<file path="src/rtl/pdmc_pkg.sv">
// Package for the power-down mode controller: addresses, modes, carriers.
// Assumes one 50 MHz clock and a plain strobe register port.
package pdmc_pkg;

   // Register map (byte addresses on the plain port)
   localparam logic [15:0] PDMC_SBCTL_ADDR = 16'hff13;
   localparam logic [15:0] PDMC_STAT_ADDR  = 16'hff14;
   localparam int          PDMC_SEL_POS    = 7;
   localparam logic [7:0]  PDMC_SBCTL_RSV  = 8'h7f;
   localparam logic [7:0]  PDMC_RD_NONE    = 8'h00;

   // Wake sources
   localparam int          PDMC_SRC_N      = 8;
   localparam int          PDMC_SRC_W      = 3;
   localparam int          PDMC_LVL_W      = 3;

   typedef enum logic [2:0] {
      PDMC_EXEC,
      PDMC_SLEEP,
      PDMC_SW_STANDBY,
      PDMC_SW_WAKE,
      PDMC_XFER,
      PDMC_HW_STANDBY,
      PDMC_RESET
   } pdmc_mode_type;

   typedef struct packed {
      logic [15:0] addr;
      logic [7:0]  wdata;
      logic        we;
      logic        re;
   } pdmc_bus_type;

   typedef struct packed {
      logic cpu_halt;
      logic clock_run;
      logic module_run;
      logic module_init;
      logic reg_hold;
      logic reg_clear;
      logic ports_float;
      logic wdt_clock_only;
   } pdmc_gate_type;

   typedef struct packed {
      pdmc_mode_type         mode;
      logic                  sel;
      logic                  int_start;
      logic                  nmi_start;
      logic                  xfer_start;
      logic                  resume;
      logic                  reset_seq;
      logic [PDMC_SRC_W-1:0] src;
      logic [7:0]            rdata;
   } pdmc_state_type;

   // Gating seen by CPU, clock and modules in each mode
   function automatic pdmc_gate_type pdmc_gates(input pdmc_mode_type m);
      pdmc_gate_type g;
      g = '0;
      case (m)
         PDMC_EXEC: begin
            g.clock_run  = 1'h1;
            g.module_run = 1'h1;
         end
         PDMC_SLEEP, PDMC_XFER: begin
            g.cpu_halt   = 1'h1;
            g.clock_run  = 1'h1;
            g.module_run = 1'h1;
            g.reg_hold   = 1'h1;
         end
         PDMC_SW_STANDBY: begin
            g.cpu_halt    = 1'h1;
            g.module_init = 1'h1;
            g.reg_hold    = 1'h1;
         end
         PDMC_SW_WAKE: begin
            g.cpu_halt       = 1'h1;
            g.module_init    = 1'h1;
            g.reg_hold       = 1'h1;
            g.wdt_clock_only = 1'h1;
         end
         PDMC_HW_STANDBY: begin
            g.cpu_halt    = 1'h1;
            g.module_init = 1'h1;
            g.reg_clear   = 1'h1;
            g.ports_float = 1'h1;
         end
         PDMC_RESET: begin
            g.cpu_halt    = 1'h1;
            g.clock_run   = 1'h1;
            g.module_init = 1'h1;
            g.reg_clear   = 1'h1;
         end
         default: begin
            g.cpu_halt = 1'h1;
         end
      endcase
      return g;
   endfunction : pdmc_gates

endpackage : pdmc_pkg

</file>
<file path="src/rtl/pdmc_ctrl.sv">
// Power-down mode controller: sleep, software standby, hardware standby, reset.
// Assumes pins arrive synchronous to i_ref_clk and the CPU pulses sleep execution.
// Overview of operation
// - A sleep instruction in execution with the select bit clear enters sleep and halts the CPU.
// - Sleep keeps every CPU register unchanged.
// - Sleep keeps the clock and all modules running.
// - A sleep instruction with the select bit set enters software standby, stopping and reinitialising modules.
// - A low standby pin enters hardware standby from anywhere, clearing CPU registers and floating ports.
// - Sleep ends on an accepted interrupt, a low reset pin or a low standby pin.
// - An interrupt ending sleep starts either CPU interrupt handling or a transfer, as assigned.
// - After such a transfer the CPU resumes after the sleep instruction unless the count is zero.
// - An interrupt at or below the CPU mask level stays pending and does not end sleep.
// - A module interrupt disabled at its module makes no request and does not wake.
// - A low reset pin during sleep goes straight to reset.
// - A low standby pin during sleep goes straight to hardware standby.
// - Software standby ends only on the nonmaskable interrupt, a low reset pin or a low standby pin.
// - The select bit cannot be set while the watchdog is enabled.
// - Hardware standby ends with standby high and reset low, then reset release runs the reset sequence.
module pdmc_ctrl #(
   parameter int N = pdmc_pkg::PDMC_SRC_N
) (
   // Clock and reset
   input  wire logic                                  i_ref_clk,
   input  wire logic                                  i_rst_n,
   // Register port
   input  wire pdmc_pkg::pdmc_bus_type                i_bus,
   output logic [7:0]                                 o_rdata,
   // Pins
   input  wire logic                                  i_reset_pin_n,
   input  wire logic                                  i_hw_standby_pin_n,
   input  wire logic                                  i_nmi,
   // CPU, watchdog and transfer controller
   input  wire logic                                  i_sleep_exec,
   input  wire logic                                  i_watchdog_enable_bit,
   input  wire logic                                  i_wdt_overflow,
   input  wire logic [pdmc_pkg::PDMC_LVL_W-1:0]       i_cpu_status_mask,
   input  wire logic                                  i_xfer_done,
   input  wire logic                                  i_xfer_count_zero,
   // Interrupt sources
   input  wire logic [N-1:0]                          i_irq_req,
   input  wire logic [N-1:0]                          i_irq_en,
   input  wire logic [N-1:0][pdmc_pkg::PDMC_LVL_W-1:0] i_irq_level,
   input  wire logic [N-1:0]                          i_irq_to_xfer,
   // Mode, gating and select bit
   output pdmc_pkg::pdmc_mode_type                    o_mode,
   output pdmc_pkg::pdmc_gate_type                    o_gate,
   output logic                                       o_standby_select_bit,
   // Start pulses and wake source
   output logic                                       o_int_start,
   output logic                                       o_nmi_start,
   output logic                                       o_xfer_start,
   output logic                                       o_resume,
   output logic                                       o_reset_seq,
   output logic [pdmc_pkg::PDMC_SRC_W-1:0]            o_wake_src
);
   import pdmc_pkg::*;

   pdmc_state_type        st_q;
   pdmc_state_type        st_d;
   logic                  wake_hit;
   logic [PDMC_SRC_W-1:0] wake_idx;
   logic                  wake_xfer;
   logic                  sbctl_we;

   pdmc_wake_arb #(
      .N (N)
   ) u_arb (
      .i_req     (i_irq_req),
      .i_en      (i_irq_en),
      .i_level   (i_irq_level),
      .i_to_xfer (i_irq_to_xfer),
      .i_mask    (i_cpu_status_mask),
      .o_hit     (wake_hit),
      .o_idx     (wake_idx),
      .o_xfer    (wake_xfer)
   );

   assign sbctl_we = i_bus.we & (i_bus.addr == PDMC_SBCTL_ADDR);

   always_comb begin
      st_d            = st_q;
      st_d.int_start  = 1'h0;
      st_d.nmi_start  = 1'h0;
      st_d.xfer_start = 1'h0;
      st_d.resume     = 1'h0;
      st_d.reset_seq  = 1'h0;

      // Select bit: clearing always allowed, setting refused under watchdog
      if (sbctl_we) begin
         st_d.sel = i_bus.wdata[PDMC_SEL_POS] & ~i_watchdog_enable_bit;
      end

      // Read data stand one cycle after the strobe
      if (i_bus.re && i_bus.addr == PDMC_SBCTL_ADDR) begin
         st_d.rdata = PDMC_SBCTL_RSV | {st_q.sel, 7'h00};
      end else if (i_bus.re && i_bus.addr == PDMC_STAT_ADDR) begin
         st_d.rdata = 8'(st_q.mode);
      end else begin
         st_d.rdata = PDMC_RD_NONE;
      end

      if (!i_hw_standby_pin_n) begin
         st_d.mode = PDMC_HW_STANDBY;
         st_d.sel  = 1'h0;
      end else begin
         case (st_q.mode)
            PDMC_HW_STANDBY: begin
               // Leave only once reset is seen low with standby high
               if (!i_reset_pin_n) begin
                  st_d.mode = PDMC_RESET;
               end
            end
            PDMC_RESET: begin
               st_d.sel = 1'h0;
               if (i_reset_pin_n) begin
                  st_d.mode      = PDMC_EXEC;
                  st_d.reset_seq = 1'h1;
               end
            end
            PDMC_EXEC: begin
               if (!i_reset_pin_n) begin
                  st_d.mode = PDMC_RESET;
               end else if (i_sleep_exec) begin
                  st_d.mode = st_q.sel ? PDMC_SW_STANDBY : PDMC_SLEEP;
               end
            end
            PDMC_SLEEP: begin
               if (!i_reset_pin_n) begin
                  st_d.mode = PDMC_RESET;
               end else if (i_nmi) begin
                  st_d.mode      = PDMC_EXEC;
                  st_d.nmi_start = 1'h1;
               end else if (wake_hit && wake_xfer) begin
                  st_d.mode       = PDMC_XFER;
                  st_d.xfer_start = 1'h1;
                  st_d.src        = wake_idx;
               end else if (wake_hit) begin
                  st_d.mode      = PDMC_EXEC;
                  st_d.int_start = 1'h1;
                  st_d.src       = wake_idx;
               end
            end
            PDMC_XFER: begin
               if (!i_reset_pin_n) begin
                  st_d.mode = PDMC_RESET;
               end else if (i_xfer_done) begin
                  st_d.mode      = PDMC_EXEC;
                  st_d.resume    = ~i_xfer_count_zero;
                  st_d.int_start = i_xfer_count_zero;
               end
            end
            PDMC_SW_STANDBY: begin
               if (!i_reset_pin_n) begin
                  st_d.mode = PDMC_RESET;
               end else if (i_nmi) begin
                  st_d.mode = PDMC_SW_WAKE;
               end
            end
            PDMC_SW_WAKE: begin
               // Only the watchdog is clocked until it overflows
               if (!i_reset_pin_n) begin
                  st_d.mode = PDMC_RESET;
               end else if (i_wdt_overflow) begin
                  st_d.mode      = PDMC_EXEC;
                  st_d.nmi_start = 1'h1;
                  st_d.sel       = 1'h0;
               end
            end
            default: begin
               st_d.mode = PDMC_RESET;
            end
         endcase
      end
   end

   always_ff @(posedge i_ref_clk) begin
      if (!i_rst_n) begin
         st_q <= '{mode: PDMC_RESET, sel: 1'h0, int_start: 1'h0, nmi_start: 1'h0,
                   xfer_start: 1'h0, resume: 1'h0, reset_seq: 1'h0, src: '0, rdata: '0};
      end else begin
         st_q <= st_d;
      end
   end

   assign o_mode               = st_q.mode;
   assign o_gate               = pdmc_gates(st_q.mode);
   assign o_standby_select_bit = st_q.sel;
   assign o_rdata              = st_q.rdata;
   assign o_int_start          = st_q.int_start;
   assign o_nmi_start          = st_q.nmi_start;
   assign o_xfer_start         = st_q.xfer_start;
   assign o_resume             = st_q.resume;
   assign o_reset_seq          = st_q.reset_seq;
   assign o_wake_src           = st_q.src;

   logic pins_up;
   assign pins_up = i_reset_pin_n & i_hw_standby_pin_n;
endmodule : pdmc_ctrl

</file>
<file path="src/rtl/pdmc_wake_arb.sv">
// Wake arbiter: picks the lowest-numbered source that may end sleep.
// Assumes requests, enables and levels are synchronous to the clock.
module pdmc_wake_arb #(
   parameter int N = pdmc_pkg::PDMC_SRC_N
) (
   // Sources
   input  wire logic [N-1:0]                          i_req,
   input  wire logic [N-1:0]                          i_en,
   input  wire logic [N-1:0][pdmc_pkg::PDMC_LVL_W-1:0] i_level,
   input  wire logic [N-1:0]                          i_to_xfer,
   // CPU mask level
   input  wire logic [pdmc_pkg::PDMC_LVL_W-1:0]       i_mask,
   // Result
   output logic                                       o_hit,
   output logic [pdmc_pkg::PDMC_SRC_W-1:0]            o_idx,
   output logic                                       o_xfer
);
   import pdmc_pkg::*;

   logic [N-1:0] ok;

   // Disabled sources make no request; masked ones stay pending
   for (genvar k = 0; k < N; k++) begin : g_ok
      assign ok[k] = i_req[k] & i_en[k] & (i_level[k] > i_mask);
   end

   always_comb begin
      o_hit  = 1'h0;
      o_idx  = '0;
      o_xfer = 1'h0;
      for (int k = N - 1; k >= 0; k--) begin
         if (ok[k]) begin
            o_hit  = 1'h1;
            o_idx  = PDMC_SRC_W'(k);
            o_xfer = i_to_xfer[k];
         end
      end
   end

endmodule : pdmc_wake_arb

</file>
<file path="config.mk">
export PLATFORM = sky130hd
export DESIGN_NAME = pdmc_ctrl
export DESIGN_NICKNAME = d
export VERILOG_FILES = /design/src/rtl/pdmc_pkg.sv /design/src/rtl/pdmc_ctrl.sv /design/src/rtl/pdmc_wake_arb.sv
export SDC_FILE = /design/constraint.sdc
export NUM_CORES = 1
export LEC_CHECK = 0
export ABC_AREA = 1
export ABC_CLOCK_PERIOD_IN_PS = 3400
export BUFFER_PORTS_ARGS = -buffer_cell sky130_fd_sc_hd__buf_4
export CORE_MARGIN = 3
export CORE_UTILIZATION = 45
export DETAILED_ROUTE_END_ITERATION = 12
export PLACE_DENSITY = 0.86
export SLEW_MARGIN = 10
export SYNTH_ARGS = -nofsm -noshare
export SYNTH_HDL_FRONTEND = slang
export SYNTH_SLANG_ARGS = --single-unit
</file>
<file path="constraint.sdc">
create_clock -name i_ref_clk -period 3.4 [get_ports i_ref_clk]
set_input_delay 0.51 -clock i_ref_clk [delete_from_list [all_inputs] [get_ports i_ref_clk]]
set_output_delay 0.51 -clock i_ref_clk [all_outputs]
set_load 0.01 [all_outputs]
</file>
==> results.txt, run 1 <==
Status = finished, final reports clean
P_leak = 1.42 nW
Nature of the critical path endpoint = register
Vias in the first global route = 1847
CTS H-tree depth = 1
Final Cell Area = 0.00254 mm²
Initial drt markers = 77
Final ANT Viol Nets = 0
Die ar. = 0.00446 mm²
Max Slew Vio Count = 0
Worst Path Arrival = 2.32 ns
Synth area leaders = dfxtp_1, ha_1, nand2_1
Share of layout cells above drive strength 1 = 35.9%
Per-cell routed wire length = 11.9 µm
Initial antenna violation count = 0
Clk sink count = 17
Final hold slack = 0.423 ns
Core Region = 0.00344 mm²
CP peak stage delay = 0.32 ns
Yosys reg bits = 17
Largest net degree at the start of global routing = 11
Post-synth top area share = 20.5%
# resized after CTS = 0
CTS buffer count = 3
Diode count = 0
Dominant cell type by area after synthesis = dfxtp_1
Critical path's slowest cell = ha_1
Synth unique cells = 28
Tightest Hold Check Type = in -> reg
Placer Congestion = 0.884
Slew of the pin with the lowest slew margin = 0.470 ns
Post-place instance area = 0.00249 mm²
Cells along the critical path = buf_4 > inv_1 > ha_1 > a21oi_1 > o21ai_1 > nand3b_1 > nand2_1 > nor2_1 > nand4_1 > nand2_1 > inv_2 > nand2_1 > nand2_1 > nand2_1 > nand2_1
Synth warnings = 0
Syn_nets = 372
CP required = 3.56 ns
Starting Density = 48.3%
I/O Pins = 115
Startpoint types = input port
Post-synthesis cell count = 261
Bufs and invs on worst path = 3
Clk_skew = 0.00503 ns
Port bufs = 107
# setup viols final = 0
Filler instances = 308
Seq/Total Area, Yosys = 20.5%
Synth Area per Inst = 6.38 µm²
Family with the most delay on the worst path = simple AND/OR/NAND/NOR gates
RSZ-0062 raised after global routing = no
CTS Hold Bufs = 0
GR Util All Layers = 21.9%
CTS tree = done
Fin Setup TNS = 0 ns
Fmax = 461 MHz
GRT Residual Overflow = 0
Most frequent cells in the layout = buf_4, nand2_1, inv_1
DR pass1 iterations = 4
Nets = 480
Most common cell after layout, fill and taps aside = buf_4
PD cells = 252 mW/mm²
Final core utilization = 73.7%
Clock Latency Late Sink = 0.25 ns
Die Height = 66.8 µm
CTS Buffer Depth = 2
Final Hold Viols = 0
Max_cap viols = 0
Max transition margin = 67.9%
Number of vias per cell = 4.93
Critical path class = in -> reg
Row cnt = 21
Via count of the routed design = 2040
Period utilization = 63.8%
Post-CTS Setup Bufs = 0
Mapped cell area = 0.00166 mm²
DP Wirelength = 4310 µm
Detailed Route WL = 4930 µm
Clk slew on worst S/H paths = 0.07 ns
Synth-to-layout area growth = 52.5%
Post-route DRC = 0
First-pass GRT wire length = 7710 µm
Crit path top cell by count = nand2_1
Die width = 66.8 µm
Peak VDD IR = 0.306 mV
Critical path peak fanout = 8
Final min period = 2.17 ns
Clock root cell = clkbuf_8
## where the power goes
part,switching (mW),total [mW],internal (mW)
Combinational,0.138,0.275,0.137
Clock,0.0713,0.153,0.0813
Sequential,0.00876,0.213,0.204
## cells by family (layout without fill, tap and decap cells)
family | Yosys count | in the layout | share of synthesized area (%)
and+or+nand+nor | 137 | 137 | 37.2
buffers and inverters | 49 | 156 | 12.2
AOI/OAI and AO/OA | 34 | 34 | 12.1
adders and majority gates | 24 | 24 | 18.0
DFF | 17 | 17 | 20.5
## registers in the layout (all words and copies together) (netlist names)
name	count
o_xfer_start	1
o_resume	1
o_nmi_start	1
o_int_start	1
o_standby_select_bit	1
o_mode	3
o_reset_seq	1
o_wake_src	3
o_rdata	5
## Yosys cell counts
| cell | count |
|---|---|
| nand2_1 | 55 |
| inv_1 | 31 |
| nor2_1 | 29 |
| nand3_1 | 27 |
| ha_1 | 24 |
| dfxtp_1 | 17 |
| inv_2 | 14 |
| a21oi_1 | 11 |
| nand4_1 | 8 |
| o21ai_1 | 7 |
| nand3b_1 | 6 |
| o21ai_0 | 4 |
| o31ai_1 | 4 |
| buf_4 | 3 |
| nand2_2 | 3 |
| nor2_2 | 3 |
| nor4_1 | 3 |
| a211oi_1 | 2 |
| a2111oi_0 | 1 |
| a21boi_0 | 1 |
| a31oi_1 | 1 |
| buf_6 | 1 |
| nor3_1 | 1 |
| o2111ai_1 | 1 |
| o211ai_1 | 1 |
| o21a_1 | 1 |
| or2_1 | 1 |
| or2_2 | 1 |
## final cells by class
class / instances / area, µm² / area share, %
timing repair buffer: 107 / 803 / 31.7
clock inverter: 1 / 5.00 / 0.197
inverter: 45 / 169 / 6.66
clock buffer: 3 / 41.3 / 1.63
sequential: 17 / 340 / 13.4
tap: 46 / 57.6 / 2.27
multi-input combinational: 195 / 1120 / 44.2
## metrics by stage
stage                     worst slack [ns]  power (mW)  instances
after floorplan                       1.37       0.360        261
after global placement               0.989       0.483        410
after detailed placement             0.958       0.491        410
after CTS                             1.23       0.643        414
after global routing                 0.943       0.687        414
final                                 1.23       0.640        414
## path summary, 6_finish.rpt
path	slack [ns]	cells after the start	end	startpoint
setup / recovery	1.23	15	o_mode[0]$_SDFFE_PN0P_	i_cpu_status_mask[2]
hold / removal	0.42	2	o_resume$_SDFF_PN0_	i_xfer_count_zero
setup reg to reg	1.72	9	o_mode[0]$_SDFFE_PN0P_	o_mode[2]$_SDFFE_PN1P_
hold reg to reg	0.51	2	o_wake_src[2]$_SDFFE_PN0P_	o_wake_src[2]$_SDFFE_PN0P_
## routing by layer
| metal | part of all wire (%) | GRT usage [%] | vias up |
|---|---|---|---|
| met1 | 42 | 27.3 | 900 |
| met5 | 0 | 0 | - |
| met4 | 0.43 | 2.28 | 0 |
| met2 | 53 | 41.0 | 54 |
| met3 | 4.5 | 2.53 | 2 |
| li1 | - | - | 1084 |
Note: power is estimated with default switching activity, not from simulation.
==> run 2: changes to the inputs <==
--- a/config.mk
+++ b/config.mk
@@ -6,12 +6,12 @@
 export NUM_CORES = 1
 export LEC_CHECK = 0
 export ABC_AREA = 1
-export ABC_CLOCK_PERIOD_IN_PS = 3400
+export ABC_CLOCK_PERIOD_IN_PS = 1900
 export BUFFER_PORTS_ARGS = -buffer_cell sky130_fd_sc_hd__buf_4
 export CORE_MARGIN = 3
-export CORE_UTILIZATION = 45
+export CORE_UTILIZATION = 38
 export DETAILED_ROUTE_END_ITERATION = 12
-export PLACE_DENSITY = 0.86
+export PLACE_DENSITY = 0.78
 export SLEW_MARGIN = 10
 export SYNTH_ARGS = -nofsm -noshare
 export SYNTH_HDL_FRONTEND = slang
==> constraint.sdc (replaced) <==
create_clock -name i_ref_clk -period 1.9 [get_ports i_ref_clk]
set_input_delay 0.285 -clock i_ref_clk [delete_from_list [all_inputs] [get_ports i_ref_clk]]
set_output_delay 0.285 -clock i_ref_clk [all_outputs]
set_load 0.01 [all_outputs]
==> results.txt, run 2 (synthesis results as in run 1) <==
Final core utilization = 67.5%
Post-route DRC = 0
Diode count = 0
Filler instances = 356
Period utilization = 99.3%
Worst Path Arrival = 2.04 ns
Initial antenna violation count = 0
Critical path class = in -> reg
CTS tree = done
Nature of the critical path endpoint = register
Tightest Hold Check Type = in -> reg
Via count of the routed design = 2084
Largest net degree at the start of global routing = 11
FF/Latch Area = 340 µm²
RSZ-0062 raised after global routing = yes
DR pass1 iterations = 4
Die ar. = 0.00521 mm²
Max FFs per register = 5
Max Slew Vio Count = 0
First-pass GRT wire length = 7840 µm
Critical path peak fanout = 6
Peak VDD IR = 0.269 mV
CTS H-tree depth = 1
Placer Congestion = 0.928
Synth-to-layout area growth = 67.0%
Port bufs = 107
Final Hold Viols = 0
P_leak = 1.48 nW
Clock root cell = clkbuf_8
Final ANT Viol Nets = 0
Vias in the first global route = 1878
Row cnt = 23
Final min period = 1.89 ns
Clock Latency Late Sink = 0.26 ns
Most common cell after layout, fill and taps aside = buf_4
CTS Buffer Depth = 2
Starting Density = 40.4%
CP required = 2.06 ns
Nets = 491
Share of layout cells above drive strength 1 = 44.9%
Per-cell routed wire length = 12.4 µm
Post-place instance area = 0.00256 mm²
Clk slew on worst S/H paths = 0.07 ns
GR Util All Layers = 18.1%
Final Cell Area = 0.00278 mm²
I/O Pins = 115
Max_cap viols = 0
Core Region = 0.00412 mm²
CTS buffer count = 3
Status = finished, final reports clean
Die Height = 72.2 µm
GRT Residual Overflow = 0
Die width = 72.2 µm
Most frequent cells in the layout = buf_4, nand2_1, inv_1
Footprint of the multi-input gates = 0.00125 mm²
Max transition margin = 70.8%
Number of vias per cell = 4.86
Slew of the pin with the lowest slew margin = 0.427 ns
Initial drt markers = 64
PD cells = 441 mW/mm²
Clk sink count = 17
Startpoint types = input port
DP Wirelength = 4350 µm
Fmax = 530 MHz
# setup viols final = 0
Clk_skew = 0.00731 ns
Detailed Route WL = 5340 µm
[run 2: cell types whose count changed in the layout (fill, tap and decap cells not counted), sizes merged]
cell	change
buf	+11
clkinvlp	+2
inv	-2
[run 2: critical path, cell delays in order]
cell	delay [ns]
buf_4	0.09
clkinvlp_4	0.16
buf_6	0.18
ha_1	0.30
nand3_1	0.11
nand3_2	0.08
inv_2	0.08
nand3b_1	0.09
nand2_1	0.08
inv_1	0.04
nand2_1	0.06
nand2_1	0.05
nand2_1	0.06
nand2_2	0.06
nand3_2	0.06
nand2_1	0.05
nand2_1	0.05
nand2_1	0.05
nand2_1	0.06
nand2_1	0.04
[run 2: path summary, 6_finish.rpt]
kind	depth (start not counted)	slack, ns	end	from
hold / removal	2	0.19	o_resume$_SDFF_PN0_	i_xfer_count_zero
hold reg to reg	2	0.53	o_wake_src[2]$_SDFFE_PN0P_	o_wake_src[2]$_SDFFE_PN0P_
setup / recovery	20	0.01	o_mode[2]$_SDFFE_PN1P_	i_cpu_status_mask[1]
setup reg to reg	10	0.24	o_mode[0]$_SDFFE_PN0P_	o_mode[2]$_SDFFE_PN1P_
[run 2: report_power, final]
group	total, mW	leakage (nW)	switching, mW	internal, mW
Clock	0.275	0.0255	0.130	0.146
Sequential	0.376	0.138	0.0115	0.365
Combinational	0.574	1.32	0.283	0.291
Total	1.23	1.48	0.424	0.802
[run 2: metrics by stage]
step	hold slack (ns)	cells	total power, mW	worst slack, ns	TNS, ns
3_3_place_gp	0.457	423	0.890	-0.222	-1.35
4_1_cts	0.192	427	1.18	0.00757	0
5_1_grt	0.202	429	1.31	-0.143	-0.504
6_report	0.193	429	1.23	0.0137	0
2_1_floorplan	0.357	261	0.644	0.0916	0
3_5_place_dp	0.460	423	0.902	-0.293	-1.71
[run 2: layout make-up]
class | instances | area share [%]
multi-input cells | 195 | 44.9
repair buffers | 118 | 32.6
flip-flops and latches | 17 | 12.2
inverters | 45 | 6.35
well taps | 50 | 2.25
clock buffers | 3 | 1.49
clock inverters | 1 | 0.180
[run 2: per-layer routing]
layer / part of all wire (%) / global-route usage (%)
met1: 42 / 23.4
met5: 0 / 0
met3: 4.2 / 2.63
met4: 0.24 / 1.25
met2: 53 / 33.0
[run 2: what timing repair did]
item,4_1_cts,5_1_grt
pin swaps,0,12
endpoints found under the setup margin,1,8
resized for setup,1,30
hold endpoints to repair,0,0
buffers inserted,0,2
hold buffers,0,0
==> run 3: changes to the inputs <==
--- a/config.mk
+++ b/config.mk
@@ -6,12 +6,12 @@
 export NUM_CORES = 1
 export LEC_CHECK = 0
 export ABC_AREA = 1
-export ABC_CLOCK_PERIOD_IN_PS = 1900
+export ABC_CLOCK_PERIOD_IN_PS = 2320
 export BUFFER_PORTS_ARGS = -buffer_cell sky130_fd_sc_hd__buf_4
 export CORE_MARGIN = 3
-export CORE_UTILIZATION = 38
+export CORE_UTILIZATION = 45
 export DETAILED_ROUTE_END_ITERATION = 12
-export PLACE_DENSITY = 0.78
+export PLACE_DENSITY = 0.86
 export SLEW_MARGIN = 10
 export SYNTH_ARGS = -nofsm -noshare
 export SYNTH_HDL_FRONTEND = slang
==> constraint.sdc (replaced) <==
create_clock -name i_ref_clk -period 2.32 [get_ports i_ref_clk]
set_input_delay 0.348 -clock i_ref_clk [delete_from_list [all_inputs] [get_ports i_ref_clk]]
set_output_delay 0.348 -clock i_ref_clk [all_outputs]
set_load 0.01 [all_outputs]
==> results.txt, run 3 (synthesis results as in run 1) <==
Status = finished, final reports clean
Filler instances = 298
Clock share of power = 24.3%
Clock Latency Late Sink = 0.26 ns
Clock root cell = clkbuf_8
GRT Residual Overflow = 0
Max_cap viols = 0
Sw frac = 34.3%
Comb power frac = 42.6%
Detailed Route WL = 4890 µm
Worst Path Arrival = 2.16 ns
Sw power = 0.324 mW
# resized after CTS = 0
CTS Buffer Depth = 2
Via count of the routed design = 2041
Peak VDD IR = 0.282 mV
Vias in the first global route = 1957
CTS Hold Bufs = 0
Die width = 66.8 µm
Period utilization = 86.0%
WHS Path Cells = 2
Hold path start = i_xfer_count_zero
GR Util All Layers = 22.1%
Worst r2r src = o_mode[1]$_SDFFE_PN1P_
Clk slew on worst S/H paths = 0.07 ns
Fin Setup TNS = 0 ns
Post-route DRC = 0
Starting Density = 48.3%
Placer Congestion = 0.884
PD cells = 371 mW/mm²
Critical path class = in -> reg
R2R Setup Slk = 0.64 ns
Per-cell routed wire length = 11.8 µm
Min-Delay Endpoint = o_resume$_SDFF_PN0_
Post-CTS Setup Bufs = 0
P_leak = 1.43 nW
Max FFs per register = 5
Row cnt = 21
DP Wirelength = 4230 µm
Most frequent cells in the layout = buf_4, nand2_1, inv_1
Startpoint types = input port
Core Region = 0.00344 mm²
Worst R2R Path Depth = 13
RSZ-0062 raised after global routing = no
Nets = 481
Slew of the pin with the lowest slew margin = 0.415 ns
Flop pwr share = 33.1%
Final Cell Area = 0.00254 mm²
Tightest Hold Check Type = in -> reg
Synth-to-layout area growth = 52.9%
Diode count = 0
Clk_skew = 0.0107 ns
Final ANT Viol Nets = 0
I/O Pins = 115
Die ar. = 0.00446 mm²
Internal power = 0.620 mW
Die Height = 66.8 µm
Max Slew Vio Count = 0
Fmax = 501 MHz
Max transition margin = 71.6%
CTS buffer count = 3
CTS tree = done
Post-place instance area = 0.00250 mm²
Number of vias per cell = 4.92
Share of layout cells above drive strength 1 = 36.0%
Final min period = 1.99 ns
Initial drt markers = 102
DR pass1 iterations = 4
First-pass GRT wire length = 7710 µm
Port bufs = 107
Critical path peak fanout = 8
Nature of the critical path endpoint = register
# setup viols final = 0
Most common cell after layout, fill and taps aside = buf_4
Initial antenna violation count = 0
Largest net degree at the start of global routing = 11
FF-to-FF End = o_mode[0]$_SDFFE_PN0P_
CP required = 2.49 ns
CTS H-tree depth = 1
Final Hold Viols = 0
Clk sink count = 17
[run 3: metal layers]
metal  up-vias  part of all wire (%)  track usage, %
met5         -                     0               0
met4         0                   1.2            5.33
met3         8                   6.3            3.37
met2        73                    52            40.0
met1       874                    41            26.9
li1       1086                     -               -
[run 3: cell type report]
type                    count  area (µm²)  area share, %
clock inverters             1        5.00          0.197
clock buffers               3        41.3           1.62
well taps                  46        57.6           2.26
flip-flops and latches     17         340           13.4
inverters                  45         169           6.64
multi-input cells         195        1120           44.1
repair buffers            108         811           31.9
[run 3: worst max path at each step]
stage                                     from                      to  slack [ns]
final                     i_cpu_status_mask[2]  o_mode[0]$_SDFFE_PN0P_        0.33
after global routing      i_cpu_status_mask[2]  o_mode[0]$_SDFFE_PN0P_        0.06
after CTS                 i_cpu_status_mask[2]  o_mode[0]$_SDFFE_PN0P_        0.29
after detailed placement  i_cpu_status_mask[2]  o_mode[0]$_SDFFE_PN0P_        0.03
after global placement    i_cpu_status_mask[2]  o_mode[0]$_SDFFE_PN0P_        0.07
after floorplan           i_cpu_status_mask[2]  o_mode[0]$_SDFFE_PN0P_        0.45
[run 3: power by group through the flow]
stage / logic [mW] / clock network (mW) / registers, mW
6_report: 0.403 / 0.229 / 0.312
5_1_grt: 0.453 / 0.242 / 0.314
4_1_cts: 0.404 / 0.228 / 0.312
3_5_place_dp: 0.401 / 0 / 0.318
3_3_place_gp: 0.391 / 0 / 0.318
2_1_floorplan: 0.209 / 0 / 0.319
[run 3: stage by stage]
stage / worst slack, ns / instances / power [mW] / hold WS [ns] / util (%)
3_3_place_gp: 0.0708 / 411 / 0.709 / 0.485 / 72.6
5_1_grt: 0.0601 / 415 / 1.01 / 0.258 / 73.9
6_report: 0.326 / 415 / 0.945 / 0.258 / 73.9
4_1_cts: 0.293 / 415 / 0.943 / 0.259 / 73.9
2_1_floorplan: 0.449 / 261 / 0.527 / 0.420 / -
3_5_place_dp: 0.0251 / 411 / 0.719 / 0.494 / 72.6
[run 3: critical path, stage by stage]
cell	delay (ns)
buf_4	0.11
inv_1	0.26
ha_1	0.32
nand3_1	0.10
nand2_1	0.05
nor2_1	0.10
nor2_1	0.07
inv_1	0.06
nand2_1	0.07
nor2_1	0.17
nand4_1	0.10
nand2_1	0.16
inv_2	0.06
nand2_1	0.06
nand2_1	0.04
nand2_1	0.05
nand2_1	0.04
